### config.mk
export PLATFORM = sky130hd
export DESIGN_NAME = bin_reset_ctrl
export DESIGN_NICKNAME = d
export VERILOG_FILES = /design/src/logic/bin_ctrl_pkg.sv /design/src/logic/bin_reset_ctrl.sv
export SDC_FILE = /design/constraint.sdc
export NUM_CORES = 1
export LEC_CHECK = 0
export BUFFER_PORTS_ARGS = -buffer_cell sky130_fd_sc_hd__buf_2
export CAP_MARGIN = 10
export CORE_MARGIN = 1.5
export CORE_UTILIZATION = 45
export DETAILED_ROUTE_END_ITERATION = 10
export PLACE_DENSITY = 0.79
export SYNTH_ARGS = -nofsm -noshare
export SYNTH_HDL_FRONTEND = slang
export SYNTH_SLANG_ARGS = --single-unit
### constraint.sdc
create_clock -name clk_sys_i -period 1.3 [get_ports clk_sys_i]
set_input_delay 0.26 -clock clk_sys_i [delete_from_list [all_inputs] [get_ports clk_sys_i]]
set_output_delay 0.26 -clock clk_sys_i [all_outputs]
set_load 0.005 [all_outputs]
### src/logic/bin_ctrl_pkg.sv
// Package: constants and types for the binning and reset control inputs
package bin_ctrl_pkg;

    // Row binning select codes, high bit then low bit
    localparam logic [1:0] ROW_SEL_1X = 2'h0;
    localparam logic [1:0] ROW_SEL_2X = 2'h1;
    localparam logic [1:0] ROW_SEL_4X = 2'h2;

    // Binning factors expressed as group sizes
    localparam logic [2:0] BIN_FACTOR_1 = 3'h1;
    localparam logic [2:0] BIN_FACTOR_2 = 3'h2;
    localparam logic [2:0] BIN_FACTOR_4 = 3'h4;

    // Group counter width and its reset value
    localparam int          GRP_W       = 2;
    localparam logic [1:0]  GRP_RST     = 2'h0;

    // Synchroniser reset, order {mrst_n, hi, lo, col, arst_n, xfer}
    localparam logic [5:0]  SYNC_RST    = 6'h22;

    // Reset values of the registered outputs
    localparam logic        RST_LOW     = 1'h0;
    localparam logic        RST_HIGH    = 1'h1;

    typedef enum logic [1:0] {
        MODE_1X,
        MODE_2X,
        MODE_4X
    } row_mode_t;

    typedef enum {
        ST_IDLE,
        ST_ARRAY_RESET,
        ST_RUN
    } ctrl_state_t;

    // Binning configuration as presented to the readout path
    typedef struct packed {
        logic [2:0] row_factor;
        logic [2:0] col_factor;
    } bin_cfg_t;

    // Per-sample strobes from the readout sequencer
    typedef struct packed {
        logic row_done;
        logic pix_done;
    } readout_evt_t;

    // Output strobes that mark a finished binned row or pixel group
    typedef struct packed {
        logic row_emit;
        logic pix_emit;
    } bin_emit_t;

endpackage

### src/logic/bin_reset_ctrl.sv
// Binning select decode, group emission and reset control of the sensor
module bin_reset_ctrl
    import bin_ctrl_pkg::*;
(
    input  wire logic                       clk_sys_i,
    input  wire logic                       rst_n_i,
    input  wire logic                       clk_en_i,
    input  wire logic                       master_reset_n_i,
    input  wire logic                       slave_mode_i,
    input  wire logic                       row_bin_sel_hi_i,
    input  wire logic                       row_bin_sel_lo_i,
    input  wire logic                       col_bin_sel_lo_i,
    input  wire logic                       pixel_array_reset_n_i,
    input  wire logic                       charge_transfer_i,
    input  wire bin_ctrl_pkg::readout_evt_t evt_i,
    output logic                            global_pixel_reset_o,
    output logic                            sm_default_o,
    output bin_ctrl_pkg::bin_cfg_t          cfg_o,
    output bin_ctrl_pkg::bin_emit_t         emit_o
);
    import bin_ctrl_pkg::*;

    localparam int NPIN = 6;

    // Pin synchronisers; stage one feeds stage two only
    logic [NPIN-1:0] pin_raw;
    logic [NPIN-1:0] sync1_ff;
    logic [NPIN-1:0] sync2_ff;

    assign pin_raw = {master_reset_n_i, row_bin_sel_hi_i, row_bin_sel_lo_i,
                      col_bin_sel_lo_i, pixel_array_reset_n_i,
                      charge_transfer_i};

    // Selects and transfer reset low so the first latch after reset is 1x
    // Clock enable low freezes every flop, synchronisers included
    genvar gi;
    generate
        for (gi = 0; gi < NPIN; gi++) begin : g_sync
            always_ff @(posedge clk_sys_i or negedge rst_n_i) begin
                if (!rst_n_i) begin
                    sync1_ff[gi] <= SYNC_RST[gi];
                    sync2_ff[gi] <= SYNC_RST[gi];
                end else if (clk_en_i) begin
                    sync1_ff[gi] <= pin_raw[gi];
                    sync2_ff[gi] <= sync1_ff[gi];
                end
            end
        end
    endgenerate

    logic mrst_n_s;
    logic sel_hi_s;
    logic sel_lo_s;
    logic col_s;
    logic arst_n_s;
    logic xfer_s;

    assign {mrst_n_s, sel_hi_s, sel_lo_s, col_s, arst_n_s, xfer_s} = sync2_ff;

    // Row select decode; the unused code 11 falls back to 1x
    row_mode_t nxt_mode;

    always_comb begin
        case ({sel_hi_s, sel_lo_s})
            ROW_SEL_1X: nxt_mode = MODE_1X;
            ROW_SEL_2X: nxt_mode = MODE_2X;
            ROW_SEL_4X: nxt_mode = MODE_4X;
            default:    nxt_mode = MODE_1X;
        endcase
    end

    // Control state machine
    ctrl_state_t state_ff;
    ctrl_state_t nxt_state;
    logic        arr_rst_req;

    // Array reset needs slave mode and the transfer pin; master reset wins
    assign arr_rst_req = slave_mode_i && !arst_n_s && xfer_s;

    always_comb begin
        case (state_ff)
            ST_IDLE:        nxt_state = arr_rst_req ? ST_ARRAY_RESET : ST_RUN;
            ST_ARRAY_RESET: nxt_state = arr_rst_req ? ST_ARRAY_RESET : ST_RUN;
            ST_RUN:         nxt_state = arr_rst_req ? ST_ARRAY_RESET : ST_RUN;
            default:        nxt_state = ST_IDLE;
        endcase
    end

    always_ff @(posedge clk_sys_i or negedge rst_n_i) begin
        if (!rst_n_i) begin
            state_ff <= ST_IDLE;
        end else if (clk_en_i) begin
            if (!mrst_n_s) begin
                state_ff <= ST_IDLE;
            end else begin
                state_ff <= nxt_state;
            end
        end
    end

    // Mode is latched only outside run so a mode change cannot split a group
    row_mode_t mode_ff;

    always_ff @(posedge clk_sys_i or negedge rst_n_i) begin
        if (!rst_n_i) begin
            mode_ff <= MODE_1X;
        end else if (clk_en_i) begin
            if (!mrst_n_s) begin
                mode_ff <= MODE_1X;
            end else if (state_ff != ST_RUN) begin
                mode_ff <= nxt_mode;
            end
        end
    end

    logic col4_ff;

    always_ff @(posedge clk_sys_i or negedge rst_n_i) begin
        if (!rst_n_i) begin
            col4_ff <= RST_LOW;
        end else if (clk_en_i) begin
            if (!mrst_n_s) begin
                col4_ff <= RST_LOW;
            end else if (state_ff != ST_RUN) begin
                col4_ff <= col_s;
            end
        end
    end

    // Group counters for rows and pixels
    // Counters only run in run state; any other state clears them
    logic [GRP_W-1:0] row_cnt_ff;
    logic [GRP_W-1:0] pix_cnt_ff;
    logic [GRP_W-1:0] row_last;
    logic [GRP_W-1:0] pix_last;
    logic             run;

    assign run = (state_ff == ST_RUN);

    always_comb begin
        case (mode_ff)
            MODE_1X: row_last = GRP_W'(BIN_FACTOR_1 - 3'h1);
            MODE_2X: row_last = GRP_W'(BIN_FACTOR_2 - 3'h1);
            MODE_4X: row_last = GRP_W'(BIN_FACTOR_4 - 3'h1);
            default: row_last = GRP_RST;
        endcase
        pix_last = col4_ff ? GRP_W'(BIN_FACTOR_4 - 3'h1)
                           : GRP_W'(BIN_FACTOR_1 - 3'h1);
    end

    always_ff @(posedge clk_sys_i or negedge rst_n_i) begin
        if (!rst_n_i) begin
            row_cnt_ff  <= GRP_RST;
            emit_o.row_emit <= RST_LOW;
        end else if (clk_en_i) begin
            emit_o.row_emit <= RST_LOW;
            if (!mrst_n_s || !run) begin
                row_cnt_ff <= GRP_RST;
            end else if (evt_i.row_done) begin
                if (row_cnt_ff == row_last) begin
                    row_cnt_ff      <= GRP_RST;
                    emit_o.row_emit <= RST_HIGH;
                end else begin
                    row_cnt_ff <= row_cnt_ff + 2'h1;
                end
            end
        end
    end

    // Row done clears the pixel group so a new line starts cleanly
    always_ff @(posedge clk_sys_i or negedge rst_n_i) begin
        if (!rst_n_i) begin
            pix_cnt_ff  <= GRP_RST;
            emit_o.pix_emit <= RST_LOW;
        end else if (clk_en_i) begin
            emit_o.pix_emit <= RST_LOW;
            if (!mrst_n_s || !run || evt_i.row_done) begin
                pix_cnt_ff <= GRP_RST;
            end else if (evt_i.pix_done) begin
                if (pix_cnt_ff == pix_last) begin
                    pix_cnt_ff      <= GRP_RST;
                    emit_o.pix_emit <= RST_HIGH;
                end else begin
                    pix_cnt_ff <= pix_cnt_ff + 2'h1;
                end
            end
        end
    end

    // Registered outputs
    // Every output is a flop so the readout path sees no decode glitches
    always_ff @(posedge clk_sys_i or negedge rst_n_i) begin
        if (!rst_n_i) begin
            global_pixel_reset_o <= RST_LOW;
            sm_default_o         <= RST_HIGH;
            cfg_o.row_factor     <= BIN_FACTOR_1;
            cfg_o.col_factor     <= BIN_FACTOR_1;
        end else if (clk_en_i) begin
            global_pixel_reset_o <= mrst_n_s && arr_rst_req;
            sm_default_o         <= !mrst_n_s;
            case (mode_ff)
                MODE_2X: cfg_o.row_factor <= BIN_FACTOR_2;
                MODE_4X: cfg_o.row_factor <= BIN_FACTOR_4;
                default: cfg_o.row_factor <= BIN_FACTOR_1;
            endcase
            cfg_o.col_factor <= col4_ff ? BIN_FACTOR_4 : BIN_FACTOR_1;
        end
    end

endmodule

==> impl_metrics.json <==
{
  "worstRegToRegCells": 5,
  "rrSetupSlack_ns": 0.02,
  "initial_core_util_pct": 48.9,
  "core_um2": 2830,
  "leakagePower_nw": 0.783,
  "port_buffers": 20,
  "cts_root_buf": "clkbuf_4",
  "htree_levels": 2,
  "dr.pass1.iters": 4,
  "die_x_um": 58.5,
  "async_flop_share_pct": 100,
  "num_antenna_cells": 0,
  "pin_count": 22,
  "r2r-end": "row_cnt_ff[0]$_DFFE_PN0P_",
  "ys_types": 34,
  "grt_pass1_wl_um": 4430,
  "p_per_area_nw_per_um2": 1330,
  "ys_ff_latch": 30,
  "hold_violations": 0,
  "worstSkewPairLatency_ns": 0.32,
  "final-setup-viol-count": 0,
  "synthFlopType": "dfrtp_1",
  "hold_path_startpoint": "row_bin_sel_lo_i",
  "critPathArrivalTime_ns": 1.49,
  "hp-class": "primary input to register",
  "synth_fp_nets": 123,
  "outcome": "finished, final reports clean",
  "grt_pass1_vias": 984,
  "p_sw_share_pct": 26.8,
  "rr_startpoint": "mode_ff[0]$_DFFE_PN0P_",
  "syn-instance-count": 109,
  "syn_area_um2": 1380,
  "final.period_utilization_pct": 98.6,
  "combinationalPowerShare_pct": 23.9,
  "cts_tree": "yes",
  "drc_errors": 0,
  "grt_max_degree": 18,
  "hold_path_end": "sync1_ff[3]$_DFFE_PN0P_",
  "wirelength_um": 2510,
  "ir_drop_mv": 0.836,
  "grt_use_total_pct": 17.9,
  "ant_nets": 0,
  "cts.clk_slew.worst_paths_ns": 0.09,
  "numClockSinks": 30,
  "maxCapViolCount": 0,
  "synth_edf_count": 0,
  "worstPathRequired_ns": 1.51,
  "startpoint_type": "register",
  "crit_type": "register to register",
  "p_int_w": 0.00165,
  "path_max_fanout": 4,
  "clkPwrFrac_pct": 24.1,
  "stdcell_area_um2": 1700,
  "cp-end-kind": "register",
  "power_switching_w": 0.000604,
  "wl_per_cell_um": 14.6,
  "drt_iter0_markers": 39,
  "grt-ovfl-total": 0,
  "numCtsBuffers": 5,
  "synth-seq-area-share_pct": 54.9,
  "area_growth_pct": 22.5,
  "place_congestion": 0.724,
  "power_frac_seq_pct": 52.0,
  "dieArea_um2": 3420,
  "fin_nets": 155,
  "fin_util_pct": 59.9,
  "dp_hpwl_um": 1790,
  "die_y_um": 58.5,
  "rsz0062_at_grt": "true",
  "placed_cell_area_um2": 1570,
  "slew_violations": 0,
  "yosysWarnings": 0,
  "clock_path_buffers": 2,
  "skew_ns": 0.00659,
  "hold_depth": 2,
  "via_per_inst": 5.43,
  "layout_min_cycle_time_ns": 1.28,
  "antenna_found_initial": 0,
  "drive_above_1_share_pct": 49.6,
  "num_vias": 934,
  "fmax_ghz": 0.780,
  "synth.avg_cell_area_um2": 12.7,
  "rows": 19
}
## through the flow
step / std cells / worst slack [ns] / setup TNS, ns / total power (W) / hold slack [ns]
floorplan: 109 / 0.0154 / 0 / 0.00145 / -0.0356
global placement: 161 / -0.0110 / -0.0110 / 0.00161 / 0.182
detailed placement: 161 / -0.0889 / -0.130 / 0.00163 / 0.188
CTS: 170 / -0.000469 / -0.000469 / 0.00224 / 0.152
global route: 172 / -0.0821 / -0.137 / 0.00241 / 0.156
finish: 172 / 0.0176 / 0 / 0.00226 / 0.166
## kinds of logic (layout without fill, tap and decap cells)
kind of cell             count (synthesis)  in the layout  synth area share [%]
AO/OA/AOI/OAI                           17             17                  8.86
XOR/XNOR                                 2              2                  1.27
adder cells (fa/ha/maj)                  2              2                  1.81
buffers and inverters                   14             46                  4.70
flip-flops                              30             30                  54.9
multiplexers                            22             22                  17.6
other                                    1              1                 0.271
AND/OR/NAND/NOR                         21             21                  10.6
## cell usage after synthesis (all sizes together), types with 2 or more instances
library cell,count,area [µm²]
dfrtp,23,576
mux2,19,214
inv,8,30.0
dfstp,7,184
buf,6,35.0
nand2,6,25.0
o21ai,6,33.8
mux2i,3,30.0
nand3b,3,22.5
nand4,3,18.8
a21oi,2,10.0
ha,2,25.0
nand3,2,10.0
o2bb2ai,2,17.5
or3,2,12.5
## flip-flops by register name, indices dropped and copies added, names as in the netlist, 2 cells and up
register    count
row_cnt_ff      2
state_ff        2
pix_cnt_ff      2
sync1_ff        6
emit_o          2
cfg_o           5
mode_ff         2
## per-layer routing
metal	wire (µm)	global-route usage (%)	share of wire [%]
met1	1070	20.0	43
met2	1270	29.1	51
met3	131	7.47	5.2
met4	30	9.30	1.2
met5	0	0	0
## critical path: stages, from the launching register on
cell,delay [ns]
dfrtp_1,0.38
inv_2,0.06
ha_4,0.30
xor2_4,0.18
nand2_1,0.07
a41o_1,0.18
## cell usage in the layout, fill, tap and decap left out, types with 3 or more instances in the layout
cell type | synthesis | final
clkbuf_4 | 0 | 5
nand3b_1 | 3 | 3
buf_2 | 4 | 20
mux2i_1 | 3 | 3
nand2_1 | 5 | 5
dfstp_2 | 7 | 7
dfrtp_1 | 23 | 23
o21ai_1 | 0 | 3
nand4_1 | 3 | 3
mux2_2 | 19 | 19
buf_4 | 2 | 7
inv_1 | 7 | 6
## what timing repair did
| action | 4_1_cts | 5_1_grt |
|---|---|---|
| hold endpoints to repair | 11 | 0 |
| setup endpoints to repair | 2 | 8 |
| resized for setup | 3 | 6 |
| hold buffers | 1 | 0 |
| setup buffers | 1 | 2 |
| pin swaps | 1 | 3 |
## power by group through the flow
stage | clock, W | sequential (W) | combinational (W)
detailed placement | 0 | 0.00119 | 0.000446
global placement | 0 | 0.00118 | 0.000429
finish | 0.000543 | 0.00117 | 0.000540
CTS | 0.000573 | 0.00117 | 0.000494
global route | 0.000617 | 0.00119 | 0.000600
floorplan | 0 | 0.00117 | 0.000273
## worst max-delay path by stage
stage                                       from                   endpoint  slack (ns)  cells past startpoint
after floorplan           mode_ff[0]$_DFFE_PN0P_  row_cnt_ff[0]$_DFFE_PN0P_        0.02                      5
after global placement    mode_ff[0]$_DFFE_PN0P_  row_cnt_ff[0]$_DFFE_PN0P_       -0.01                      5
after detailed placement  mode_ff[0]$_DFFE_PN0P_  row_cnt_ff[0]$_DFFE_PN0P_       -0.09                      5
after CTS                 mode_ff[0]$_DFFE_PN0P_  row_cnt_ff[0]$_DFFE_PN0P_     -0.0005                      5
after global routing      mode_ff[1]$_DFFE_PN0P_      emit_o[1]$_DFFE_PN0P_       -0.08                      5
final                     mode_ff[0]$_DFFE_PN0P_  row_cnt_ff[0]$_DFFE_PN0P_        0.02                      5
## layout make-up
cell class,count,area (µm²)
flip-flops and latches,30,759
fillers,236,1130
multi-input cells,65,598
inverters,8,30.0
repair buffers,31,214
clock buffers,7,55.1
well taps,31,38.8
Power figures use the tool's default switching activity.
